===== src/core/tcrt_defines.vh =====
// Register addresses, field positions, reset values and clock-divider counts of the timer block
`ifndef TCRT_DEFINES_VH
`define TCRT_DEFINES_VH

// Register index within one timer bank (addr[2:0]); bank select is addr[4:3]
`define TCRT_OFS_CONTROL    3'h0
`define TCRT_OFS_CONFIG     3'h1
`define TCRT_OFS_CAP_LOW    3'h2
`define TCRT_OFS_CAP_HIGH   3'h3
`define TCRT_OFS_CNT_LOW    3'h4
`define TCRT_OFS_CNT_HIGH   3'h5

// Bank select values
`define TCRT_BANK_TWO       2'h0
`define TCRT_BANK_THREE     2'h1
`define TCRT_BANK_FOUR      2'h2

// Control register fields
`define TCRT_CTL_OVF        7
`define TCRT_CTL_EXF        6
`define TCRT_CTL_EXEN       3
`define TCRT_CTL_RUN        2
`define TCRT_CTL_CNTSEL     1
`define TCRT_CTL_CAPSEL     0

// Configuration register fields
`define TCRT_CFG_SRC_HI     4
`define TCRT_CFG_SRC_LO     3
`define TCRT_CFG_TOG        2
`define TCRT_CFG_TOE        1
`define TCRT_CFG_DCEN       0

// Clock source encodings
`define TCRT_SRC_DIV12      2'h0
`define TCRT_SRC_DIV1       2'h1
`define TCRT_SRC_EXT8       2'h2
`define TCRT_SRC_DIV2       2'h3

// Reset values and the all-ones wrap count
`define TCRT_RST_BYTE       8'h00
`define TCRT_RST_CFG        5'h00
`define TCRT_RST_WORD       16'h0000
`define TCRT_ALL_ONES       16'hFFFF

// Divider terminal counts
`define TCRT_DIV12_LAST     4'hB
`define TCRT_EXT8_LAST      3'h7

`endif


===== src/core/tcrt_timers.v =====
// Three 16-bit capture/reload timers, toggle outputs on timers two and four only, with a plain register port
`timescale 1ns/1ps
`include "tcrt_defines.vh"

module tcrt_timers (
    input  wire        sys_clk,
    input  wire        rstn,
    input  wire [4:0]  reg_addr,
    input  wire [7:0]  reg_wdata,
    input  wire        reg_wr,
    input  wire        reg_rd,
    output reg  [7:0]  reg_rdata,
    input  wire        ext_osc_clk,
    input  wire        shared_count_pin,
    input  wire        shared_trigger_pin,
    input  wire        count_pin_four,
    input  wire        trigger_pin_four,
    output wire        toggle_pin_two,
    output wire        toggle_pin_two_oe_n,
    output wire        toggle_pin_four,
    output wire        toggle_pin_four_oe_n,
    output wire [2:0]  timer_irq
);
    reg  [1:0]  cnt_sync_a;
    reg  [1:0]  trg_sync_a;
    reg  [1:0]  cnt_sync_b;
    reg  [1:0]  trg_sync_b;
    reg  [1:0]  osc_sync;
    reg         cnt_prev_a;
    reg         trg_prev_a;
    reg         cnt_prev_b;
    reg         trg_prev_b;
    reg         osc_prev;
    reg         div2_reg;
    reg  [3:0]  div12_reg;
    reg  [2:0]  ext8_reg;
    wire        osc_rise;
    wire        en_div2;
    wire        en_div12;
    wire        en_ext8;
    wire        fall_cnt_a;
    wire        fall_trg_a;
    wire        fall_cnt_b;
    wire        fall_trg_b;
    wire [7:0]  rd_two;
    wire [7:0]  rd_three;
    wire [7:0]  rd_four;
    wire        wr_two;
    wire        wr_three;
    wire        wr_four;

    // Two-stage synchronisers; only the second stage feeds edge logic
    always @(posedge sys_clk) begin
        if (!rstn) begin
            cnt_sync_a <= 2'b11;
            trg_sync_a <= 2'b11;
            cnt_sync_b <= 2'b11;
            trg_sync_b <= 2'b11;
            osc_sync   <= 2'b00;
            cnt_prev_a <= 1'b1;
            trg_prev_a <= 1'b1;
            cnt_prev_b <= 1'b1;
            trg_prev_b <= 1'b1;
            osc_prev   <= 1'b0;
        end else begin
            cnt_sync_a <= {cnt_sync_a[0], shared_count_pin};
            trg_sync_a <= {trg_sync_a[0], shared_trigger_pin};
            cnt_sync_b <= {cnt_sync_b[0], count_pin_four};
            trg_sync_b <= {trg_sync_b[0], trigger_pin_four};
            osc_sync   <= {osc_sync[0], ext_osc_clk};
            cnt_prev_a <= cnt_sync_a[1];
            trg_prev_a <= trg_sync_a[1];
            cnt_prev_b <= cnt_sync_b[1];
            trg_prev_b <= trg_sync_b[1];
            osc_prev   <= osc_sync[1];
        end
    end

    assign fall_cnt_a = cnt_prev_a & ~cnt_sync_a[1];
    assign fall_trg_a = trg_prev_a & ~trg_sync_a[1];
    assign fall_cnt_b = cnt_prev_b & ~cnt_sync_b[1];
    assign fall_trg_b = trg_prev_b & ~trg_sync_b[1];
    assign osc_rise   = osc_sync[1] & ~osc_prev;

    // Clock-enable dividers shared by all three timers
    always @(posedge sys_clk) begin
        if (!rstn) begin
            div2_reg  <= 1'b0;
            div12_reg <= 4'h0;
            ext8_reg  <= 3'h0;
        end else begin
            div2_reg  <= ~div2_reg;
            div12_reg <= (div12_reg == `TCRT_DIV12_LAST) ? 4'h0 : div12_reg + 4'h1;
            if (osc_rise) begin
                ext8_reg <= ext8_reg + 3'h1;
            end
        end
    end

    assign en_div2  = div2_reg;
    assign en_div12 = (div12_reg == `TCRT_DIV12_LAST);
    assign en_ext8  = osc_rise & (ext8_reg == `TCRT_EXT8_LAST);

    assign wr_two   = reg_wr & (reg_addr[4:3] == `TCRT_BANK_TWO);
    assign wr_three = reg_wr & (reg_addr[4:3] == `TCRT_BANK_THREE);
    assign wr_four  = reg_wr & (reg_addr[4:3] == `TCRT_BANK_FOUR);

    // Timers two and three both watch the shared pins
    tcrt_channel #(.HAS_TOGGLE(1)) u_two (
        .sys_clk    (sys_clk),
        .rstn       (rstn),
        .en_div1    (1'b1),
        .en_div2    (en_div2),
        .en_div12   (en_div12),
        .en_ext8    (en_ext8),
        .pin_fall   (fall_cnt_a),
        .trig_fall  (fall_trg_a),
        .trig_level (trg_sync_a[1]),
        .wr_en      (wr_two),
        .wr_ofs     (reg_addr[2:0]),
        .wr_data    (reg_wdata),
        .rd_ofs     (reg_addr[2:0]),
        .rd_val     (rd_two),
        .toggle_out (toggle_pin_two),
        .toggle_oe  (toggle_pin_two_oe_n),
        .irq_req    (timer_irq[0])
    );

    tcrt_channel #(.HAS_TOGGLE(0)) u_three (
        .sys_clk    (sys_clk),
        .rstn       (rstn),
        .en_div1    (1'b1),
        .en_div2    (en_div2),
        .en_div12   (en_div12),
        .en_ext8    (en_ext8),
        .pin_fall   (fall_cnt_a),
        .trig_fall  (fall_trg_a),
        .trig_level (trg_sync_a[1]),
        .wr_en      (wr_three),
        .wr_ofs     (reg_addr[2:0]),
        .wr_data    (reg_wdata),
        .rd_ofs     (reg_addr[2:0]),
        .rd_val     (rd_three),
        .toggle_out (),
        .toggle_oe  (),
        .irq_req    (timer_irq[1])
    );

    tcrt_channel #(.HAS_TOGGLE(1)) u_four (
        .sys_clk    (sys_clk),
        .rstn       (rstn),
        .en_div1    (1'b1),
        .en_div2    (en_div2),
        .en_div12   (en_div12),
        .en_ext8    (en_ext8),
        .pin_fall   (fall_cnt_b),
        .trig_fall  (fall_trg_b),
        .trig_level (trg_sync_b[1]),
        .wr_en      (wr_four),
        .wr_ofs     (reg_addr[2:0]),
        .wr_data    (reg_wdata),
        .rd_ofs     (reg_addr[2:0]),
        .rd_val     (rd_four),
        .toggle_out (toggle_pin_four),
        .toggle_oe  (toggle_pin_four_oe_n),
        .irq_req    (timer_irq[2])
    );

    // Read data registered one cycle after the strobe; unmapped reads give zero
    always @(posedge sys_clk) begin
        if (!rstn) begin
            reg_rdata <= `TCRT_RST_BYTE;
        end else if (reg_rd) begin
            case (reg_addr[4:3])
                `TCRT_BANK_TWO:   reg_rdata <= rd_two;
                `TCRT_BANK_THREE: reg_rdata <= rd_three;
                `TCRT_BANK_FOUR:  reg_rdata <= rd_four;
                default:          reg_rdata <= `TCRT_RST_BYTE;
            endcase
        end else begin
            reg_rdata <= `TCRT_RST_BYTE;
        end
    end
endmodule // tcrt_timers

// One timer channel: count, capture/reload, flags, toggle output
module tcrt_channel #(
    parameter HAS_TOGGLE = 1
) (
    input  wire        sys_clk,
    input  wire        rstn,
    input  wire        en_div1,
    input  wire        en_div2,
    input  wire        en_div12,
    input  wire        en_ext8,
    input  wire        pin_fall,
    input  wire        trig_fall,
    input  wire        trig_level,
    input  wire        wr_en,
    input  wire [2:0]  wr_ofs,
    input  wire [7:0]  wr_data,
    input  wire [2:0]  rd_ofs,
    output reg  [7:0]  rd_val,
    output wire        toggle_out,
    output wire        toggle_oe,
    output wire        irq_req
);
    reg  [7:0]  control_reg;
    reg  [4:0]  config_reg;
    reg  [15:0] cap_reg;
    reg  [15:0] count_reg;
    reg         toggle_reg;
    reg         tick;
    reg         go_down;
    reg         trig_act;
    reg  [15:0] count_next;
    reg  [15:0] cap_next;
    reg         ovf_evt;
    reg         exf_evt;
    reg         exf_flip;

    // Control and configuration fields used by the count logic
    wire        run    = control_reg[`TCRT_CTL_RUN];
    wire        capsel = control_reg[`TCRT_CTL_CAPSEL];
    wire        exen   = control_reg[`TCRT_CTL_EXEN];
    wire        dcen   = config_reg[`TCRT_CFG_DCEN];
    wire [1:0]  src    = config_reg[`TCRT_CFG_SRC_HI:`TCRT_CFG_SRC_LO];

    // Tick select: pin edges in counter function, else the chosen divider
    always @* begin
        if (control_reg[`TCRT_CTL_CNTSEL]) begin
            tick = pin_fall;
        end else begin
            case (src)
                `TCRT_SRC_DIV12: tick = en_div12;
                `TCRT_SRC_DIV1:  tick = en_div1;
                `TCRT_SRC_EXT8:  tick = en_ext8;
                `TCRT_SRC_DIV2:  tick = en_div2;
                default:         tick = 1'b0;
            endcase
        end
    end

    // Next count, capture value and flag events for this cycle
    always @* begin
        go_down    = dcen & ~trig_level;
        trig_act   = exen & ~dcen & trig_fall;
        count_next = count_reg;
        cap_next   = cap_reg;
        ovf_evt    = 1'b0;
        exf_evt    = 1'b0;
        exf_flip   = 1'b0;
        if (run && tick) begin
            if (go_down) begin
                if (capsel) begin
                    count_next = count_reg - 16'h0001;
                    ovf_evt    = (count_reg == `TCRT_RST_WORD);
                end else if (count_reg == cap_reg) begin
                    count_next = `TCRT_ALL_ONES;
                    ovf_evt    = 1'b1;
                end else begin
                    count_next = count_reg - 16'h0001;
                end
            end else if (count_reg == `TCRT_ALL_ONES) begin
                ovf_evt    = 1'b1;
                count_next = capsel ? `TCRT_RST_WORD : cap_reg;
            end else begin
                count_next = count_reg + 16'h0001;
            end
        end
        // A trigger edge in the same cycle as a tick takes the count
        if (trig_act) begin
            exf_evt = 1'b1;
            if (capsel) begin
                cap_next = count_reg;
            end else begin
                count_next = cap_reg;
            end
        end
        // Auto-reload wraps flip the external flag instead of setting it
        if (!capsel && ovf_evt) begin
            exf_flip = 1'b1;
        end
    end

    always @(posedge sys_clk) begin
        if (!rstn) begin
            control_reg <= `TCRT_RST_BYTE;
            config_reg  <= `TCRT_RST_CFG;
            cap_reg     <= `TCRT_RST_WORD;
            count_reg   <= `TCRT_RST_WORD;
            toggle_reg  <= 1'b0;
        end else begin
            count_reg <= count_next;
            cap_reg   <= cap_next;
            // A software write to a count byte overrides the running count
            if (wr_en) begin
                case (wr_ofs)
                    `TCRT_OFS_CONTROL: control_reg <= {wr_data[7:6], 2'b00, wr_data[3:0]};
                    `TCRT_OFS_CONFIG:  config_reg  <= wr_data[4:0];
                    `TCRT_OFS_CAP_LOW:  cap_reg[7:0]    <= wr_data;
                    `TCRT_OFS_CAP_HIGH: cap_reg[15:8]   <= wr_data;
                    `TCRT_OFS_CNT_LOW:  count_reg[7:0]  <= wr_data;
                    `TCRT_OFS_CNT_HIGH: count_reg[15:8] <= wr_data;
                    default: ;
                endcase
            end
            // Hardware sets win over a software write in the same cycle
            if (ovf_evt) begin
                control_reg[`TCRT_CTL_OVF] <= 1'b1;
            end
            if (exf_flip) begin
                control_reg[`TCRT_CTL_EXF] <= ~control_reg[`TCRT_CTL_EXF];
            end else if (exf_evt) begin
                control_reg[`TCRT_CTL_EXF] <= 1'b1;
            end
            // A wrap in the same cycle as a toggle-state write wins
            if (HAS_TOGGLE != 0) begin
                if (ovf_evt && !capsel) begin
                    toggle_reg <= ~toggle_reg;
                end else if (wr_en && wr_ofs == `TCRT_OFS_CONFIG) begin
                    toggle_reg <= wr_data[`TCRT_CFG_TOG];
                end
            end
        end
    end

    assign toggle_out = (HAS_TOGGLE != 0) ? toggle_reg : 1'b0;
    // Pin enable is active low and follows the output-enable bit
    assign toggle_oe  = ~((HAS_TOGGLE != 0) & config_reg[`TCRT_CFG_TOE]);
    // Flags in auto-reload mode: external flag toggling does not interrupt
    assign irq_req    = control_reg[`TCRT_CTL_OVF] |
                        (capsel & control_reg[`TCRT_CTL_EXF]);

    // Read mux of this channel; spare offsets read zero
    always @* begin
        case (rd_ofs)
            `TCRT_OFS_CONTROL:  rd_val = control_reg;
            `TCRT_OFS_CONFIG:   rd_val = {3'b000, config_reg[4:3],
                                          toggle_out, config_reg[1:0]};
            `TCRT_OFS_CAP_LOW:  rd_val = cap_reg[7:0];
            `TCRT_OFS_CAP_HIGH: rd_val = cap_reg[15:8];
            `TCRT_OFS_CNT_LOW:  rd_val = count_reg[7:0];
            `TCRT_OFS_CNT_HIGH: rd_val = count_reg[15:8];
            default:            rd_val = `TCRT_RST_BYTE;
        endcase
    end
endmodule // tcrt_channel


===== config.mk =====
export PLATFORM = sky130hd
export DESIGN_NAME = tcrt_timers
export DESIGN_NICKNAME = d
export VERILOG_FILES = /design/src/core/tcrt_timers.v
export VERILOG_INCLUDE_DIRS = /design/src /design/src/core
export SDC_FILE = /design/constraint.sdc
export NUM_CORES = 1
export LEC_CHECK = 0
export BUFFER_PORTS_ARGS = -buffer_cell sky130_fd_sc_hd__clkbuf_2
export CAP_MARGIN = 20
export CORE_MARGIN = 4
export CORE_UTILIZATION = 64
export DETAILED_ROUTE_END_ITERATION = 8
export PLACE_DENSITY = 0.83
export SYNTH_ARGS = -nofsm -noshare
export SYNTH_HDL_FRONTEND = slang
export SYNTH_SLANG_ARGS = --single-unit

===== constraint.sdc =====
create_clock -name sys_clk -period 3.2 [get_ports sys_clk]
set_input_delay 0 -clock sys_clk [delete_from_list [all_inputs] [get_ports sys_clk]]
set_output_delay 0 -clock sys_clk [all_outputs]
set_load 0.05 [all_outputs]

Yosys cells after proc, flatten, opt, wreduce, memory -nomap -nowiden

Index checks and enable logic that the tools add are counted.

Add/subtract/negate cells: 8
Reduce and logical (&&, ||, !) cells: 47
Muxes and demuxes: 98
Bitwise operators: 41
Equality and inequality tests: 24

Operators by type and width:

| cell                  | count |
|---|---|
| $mux 16               | 36 |
| $mux 8                | 18 |
| $pmux 8 s6            | 3 |
| $add 16x1->16 const B | 3 |
| $eq 16x16->1          | 3 |
| $eq 16x16->1 const B  | 3 |
| $logic_not 16->1      | 3 |
| $sub 16x1->16 const B | 3 |
| $mux 1                | 37 |
| $reduce_and 2->1      | 13 |
| $pmux 8 s3            | 1 |
| $and 1x1->1           | 21 |
| $reduce_bool 3->1     | 6 |
| $not 1->1             | 17 |
| $reduce_bool 2->1     | 8 |
| $eq 2x2->1 const B    | 7 |
| $pmux 1 s4            | 3 |
| $eq 3x3->1 const B    | 3 |
| $eq 2x1->1 const B    | 4 |
| $logic_and 1x1->1     | 8 |
| $logic_not 2->1       | 4 |
| $eq 3x2->1 const B    | 2 |
| $add 4x1->4 const B   | 1 |
| $eq 4x4->1 const B    | 1 |
| 6 further kinds       | 10 |

Output and inout port bits: 15
Word-level logic and storage cells: 252
Bits of input ports: 22
Register bits after elaboration: 162

Logic depth before layout (Yosys ltp)

Depth after elaboration: 11
Depth in mapped cells: 10
Gate-level depth less buffers: 8

Hierarchy

From an unflattened synthesis, not the netlist that was laid out.

Cell total of the unflattened synthesis: 1683
Area, all modules: 12884.9 µm²

Modules (own cells, without submodules):

| module                 | instances | sequential area each (µm²) | cells an instance | area an instance (µm²) |
|---|---|---|---|---|
| tcrt_channel (u_three) | 1         | 840.8                      | 528               | 4058.9 |
| tcrt_channel (u_two)   | 1         | 860.8                      | 515               | 3860.0 |
| tcrt_channel (u_four)  | 1         | 860.8                      | 521               | 3769.9 |
| tcrt_timers            | 1         | 620.6                      | 119               | 1196.1 |

Worst setup path before layout

Ideal clock, no wire load.

Kind: register to register
Start point: register u_four.count_reg[1]
End point: register u_four.count_reg[14]
Clock period less this slack: 2.349 ns
Data required time: 3.078 ns
Setup time: 0.122 ns
Arrival: 2.227 ns
Slack: 0.851 ns
Path buffers: 1
Stages on the path, launching flop included: 10
Cells stage by stage: dfxtp_1 -> clkbuf_1 -> inv_1 -> ha_1 -> nor3b_2 -> nand4b_1 -> or4_1 -> xor2_1 -> a21oi_1 -> a221o_1

Longest elaborated chain between the ends: 9
Elaborated cells between the ends (all ways): 13
Classes of those cells: 2 x add/sub; 2 x eq/ne; 9 x mux

Ends and longest elaborated chain:

| item                                                 | RTL line                                                | text |
|---|---|---|
| from (decl)                                          | tcrt_timers.v:211                                       | `reg [15:0] count_reg;` |
| from (signal assigned)                               | tcrt_timers.v:291                                       | `` count_reg <= `TCRT_RST_WORD; `` |
| from (signal assigned)                               | tcrt_timers.v:294                                       | `count_reg <= count_next;` |
| from (signal assigned)                               | tcrt_timers.v:303                                       | `` `TCRT_OFS_CNT_LOW: count_reg[7:0] <= wr_data; `` |
| $sub 16x1->16 / $eq 16x16->1 (equally long branches) | tcrt_timers.v:256, tcrt_timers.v:262, tcrt_timers.v:258 |  |
| $mux 16                                              | tcrt_timers.v:258                                       | `end else if (count_reg == cap_reg) begin` |
| $mux 16                                              | tcrt_timers.v:255                                       | `if (capsel) begin` |
| $mux 16 (*)                                          | tcrt_timers.v:254                                       | `if (go_down) begin` |
| $mux 16 (*)                                          | tcrt_timers.v:253                                       | `if (run && tick) begin` |
| $mux 16                                              | tcrt_timers.v:274                                       | `if (capsel) begin` |
| $mux 16 (*)                                          | tcrt_timers.v:272                                       | `if (trig_act) begin` |
| $mux 8                                               | tcrt_timers.v:298                                       | `case (wr_ofs)` |
| $mux 16 (*)                                          | tcrt_timers.v:297                                       | `if (wr_en) begin` |

Every way passes the cells marked *; elsewhere a longest branch is shown, timed or not.
A chain may end at the register's enable or synchronous reset.

Worst setup path after layout

Start point: register u_two.count_reg[4]
End point: register u_two.count_reg[8]

Longest elaborated chain between the ends: 9
Elaborated cells between the ends (all ways): 13
Classes of those cells: 2 x add/sub; 2 x eq/ne; 9 x mux

Ends and longest elaborated chain:

| item                                                 | RTL line |
|---|---|
| from (decl)                                          | tcrt_timers.v:211 |
| from (signal assigned)                               | tcrt_timers.v:291 |
| from (signal assigned)                               | tcrt_timers.v:294 |
| from (signal assigned)                               | tcrt_timers.v:303 |
| $sub 16x1->16 / $eq 16x16->1 (equally long branches) | tcrt_timers.v:256, tcrt_timers.v:262, tcrt_timers.v:258 |
| $mux 16                                              | tcrt_timers.v:258 |
| $mux 16                                              | tcrt_timers.v:255 |
| $mux 16 (*)                                          | tcrt_timers.v:254 |
| $mux 16 (*)                                          | tcrt_timers.v:253 |
| $mux 16                                              | tcrt_timers.v:274 |
| $mux 16 (*)                                          | tcrt_timers.v:272 |
| $mux 8                                               | tcrt_timers.v:298 |
| $mux 16 (*)                                          | tcrt_timers.v:297 |

Marked as above.

==> flow_metrics.env <==
export IMPL_synthSimpleGateAreaFrac=0.287
export IMPL_path_clk_slew_ps=70
export IMPL_synth_seq_area_share=0.265
export IMPL_final_hold_violation_count=0
export IMPL_h_tree_depth=4
export IMPL_grt_usage=0.404
export IMPL_post_route_drc_count=0
export IMPL_ys_types=88
export IMPL_crit_path_max_incr_delay_ps=610
export IMPL_hpwl_um=30100
export IMPL_netlist_instances=1639
export IMPL_synth_top_family_by_area="simple AND/OR/NAND/NOR gates"
export IMPL_worstPathRequired_ps=3550
export IMPL_power_density_nw_per_um2=353
export IMPL_path_class="flip-flop to flip-flop"
export IMPL_slew_viol_final=0
export IMPL_final_period_utilization=0.830
export IMPL_layout_nets=1638
export IMPL_cts_path_max_buffers=2
export IMPL_drtIter0Drc=2514
export IMPL_clk_latency_ps=450
export IMPL_slew_headroom=0.429
export IMPL_synthAdderAreaFrac=0.00938
export IMPL_totalWireLength_um=44100
export IMPL_antenna_found_initial=1
export IMPL_slowest_stage="dfxtp_1"
export IMPL_cts_tree="done"
export IMPL_synth_compound_area_share=0.256
export IMPL_num_vias=13700
export IMPL_wire_per_inst_um=23.9
export IMPL_gp_congestion=1.05
export IMPL_postSynthAreaPerCell_um2=7.33
export IMPL_setup_viol=0
export IMPL_viasPerCell=7.41
export IMPL_fin_crit_ps=2650
export IMPL_grt_overflow_total=0
export IMPL_drive_above_1_share=0.120
export IMPL_maxCapViolations=0
export IMPL_antenna_cells=0
export IMPL_crit_family="simple AND/OR/NAND/NOR gates"
export IMPL_synth_edf_count=0
export IMPL_path_buf_inv=1
export IMPL_synth_xor_area_frac=0.0664
export IMPL_initial_utilization=0.659
export IMPL_placementRows=49
export IMPL_seqPwrFrac=0.445
export IMPL_p_int_mw=3.27
export IMPL_grt_first_pass_wirelength_um=69300
export IMPL_post_place_cells=1811
export IMPL_syn_nets=1670
export IMPL_portBuffers=36
export IMPL_power_frac_comb=0.098
export IMPL_ant_nets=0
export IMPL_arrival_ps=3000
export IMPL_grt_max_degree=65
export IMPL_synthMuxAreaShare=0.0470
export IMPL_netSwitchingFraction=0.289
export IMPL_p_leak_nw=4.76
export IMPL_grt_pass1_vias=12500
export IMPL_crit_chain="xnor2_1 > nand4_1 > nor4_1 > a21oi_1 > buf_4 > and4_1 > o32ai_1"
export IMPL_crit_path_end_kind="flip-flop"
export IMPL_final_common_cell="nand2_1"
export IMPL_worstPathMaxFanout=12
export IMPL_ys_ff_latch=159
export IMPL_core_region_area_um2=18200
export IMPL_start_kind="flip-flop"
export IMPL_area_growth_pct=8.45
export IMPL_synth_async_reset_ratio=0
export IMPL_p_switching_mw=1.33
export IMPL_chipHeight_um=145
export IMPL_chipWidth_um=145
export IMPL_cts_sink_count=159
export IMPL_hold_class="primary input to flip-flop"
export IMPL_tightest_slew_ps=854
export IMPL_synth_area_leader_cell="dfxtp_1"
export IMPL_p_clk_frac=0.457
export IMPL_cts_root_buf="clkbuf_16"
export IMPL_synth_area_leaders="dfxtp_1 (27%), nand2_1 (6.0%), nor2_1 (5.0%)"
export IMPL_total_power_mw=4.60
export IMPL_yosys_warnings=0
export IMPL_fin_cells=1849
export IMPL_synth_top_area_frac=0.265
export IMPL_finalSetupTns_ps=0
export IMPL_finish_utilization=0.715
export IMPL_fin_skew_ps=10.5
export IMPL_cts_buffers=17
export IMPL_status="completed"
export IMPL_io_pins=37
export IMPL_final_cell_mix="nand2_1 (192), nor2_1 (160), dfxtp_1 (159)"
export IMPL_irDropWorstVdd_mv=0.404
export IMPL_rsz0062_at_grt="false"
export IMPL_firstDrtPassIters=6
export IMPL_syn_area_um2=12000
export IMPL_die_area_um2=21000
export IMPL_synth_top_flop_cell="dfxtp_1"
export IMPL_fmax_mhz=377
## tightest hold or removal path, delay by kind of cell
kind            cells  cell delay (ps)
compound gates      1              120
simple gates        1              150
buf+inv             1              220
## layout make-up
type | instances | area (um^2)
Clock buffer | 17 | 425
Clock inverter | 15 | 170
Fill cell | 1509 | 5190
Inverter | 33 | 125
Multi-Input combinational cell | 1279 | 8020
Sequential cell | 159 | 3180
Tap cell | 229 | 287
Timing Repair Buffer | 117 | 816
## Yosys cell counts (15+ instances only)
cell type  instances
nand2b_1          26
mux2i_1           38
dfxtp_1          159
o21ai_0           64
and3_1            28
a31oi_1           17
inv_1             32
nor2_1           160
nor3_1            40
o221ai_1          18
nand4_1           21
nand2_1          192
a311oi_1          51
a22oi_1           28
buf_2             37
a21oi_1           80
nor2b_1           15
nand3_1          119
a211oi_1          18
o211ai_1          25
xor2_1            38
clkbuf_1         117
xnor2_1           53
## power groups by stage
| stage | clock network, mW | logic (mW) | registers, mW |
|---|---|---|---|
| 2_1_floorplan | 0 | 0.292 | 2.08 |
| 3_3_place_gp | 0 | 0.415 | 2.09 |
| 3_5_place_dp | 0 | 0.422 | 2.09 |
| 4_1_cts | 2.10 | 0.430 | 2.05 |
| 5_1_grt | 2.18 | 0.473 | 2.05 |
| 6_report | 2.10 | 0.451 | 2.05 |
## final timing paths
| check | from | end | slack [ps] | depth (start not counted) |
|---|---|---|---|---|
| worst max-delay path | u_two.count_reg[4]$_SDFF_PN0_ | u_two.count_reg[8]$_SDFF_PN0_ | 550 | 7 |
| worst min-delay path | reg_addr[3] | reg_rdata[4]$_SDFF_PN0_ | 110 | 3 |
| worst max register to register | u_two.count_reg[4]$_SDFF_PN0_ | u_two.count_reg[8]$_SDFF_PN0_ | 550 | 7 |
| worst min register to register | trg_sync_a[0]$_SDFF_PN1_ | trg_sync_a[1]$_SDFF_PN1_ | 410 | 1 |
## per-stage QoR
step / cell area, um^2 / hold WS [ps] / worst slack (ps)
after floorplan: 12000 / 101 / 851
after global placement: 12400 / 185 / 694
after detailed placement: 12400 / 188 / 663
after CTS: 13000 / 71.5 / 635
after global routing: 13000 / 118 / 416
final: 13000 / 105 / 545
## cells by family (layout without fill, tap and decap cells)
group / count (synthesis) / in the layout
AND/OR/NAND/NOR: 696 / 696
multiplexers: 53 / 53
XOR/XNOR: 91 / 91
AO/OA/AOI/OAI: 430 / 430
adder cells (fa/ha/maj): 9 / 9
flip-flops: 159 / 159
buffers and inverters: 201 / 182
## metal layers
layer | part of all wire | global-route usage
met1 | 0.38 | 0.563
met3 | 0.14 | 0.0839
met5 | 0 | 0.00909
met2 | 0.41 | 0.580
met4 | 0.066 | 0.230
## what timing repair did
action	in CTS	in global routing
gates resized for setup	0	0
hold buffers	6	0
buffers inserted	0	0
endpoints found under the hold margin	12	0
Note: power is estimated with default switching activity, not from simulation.
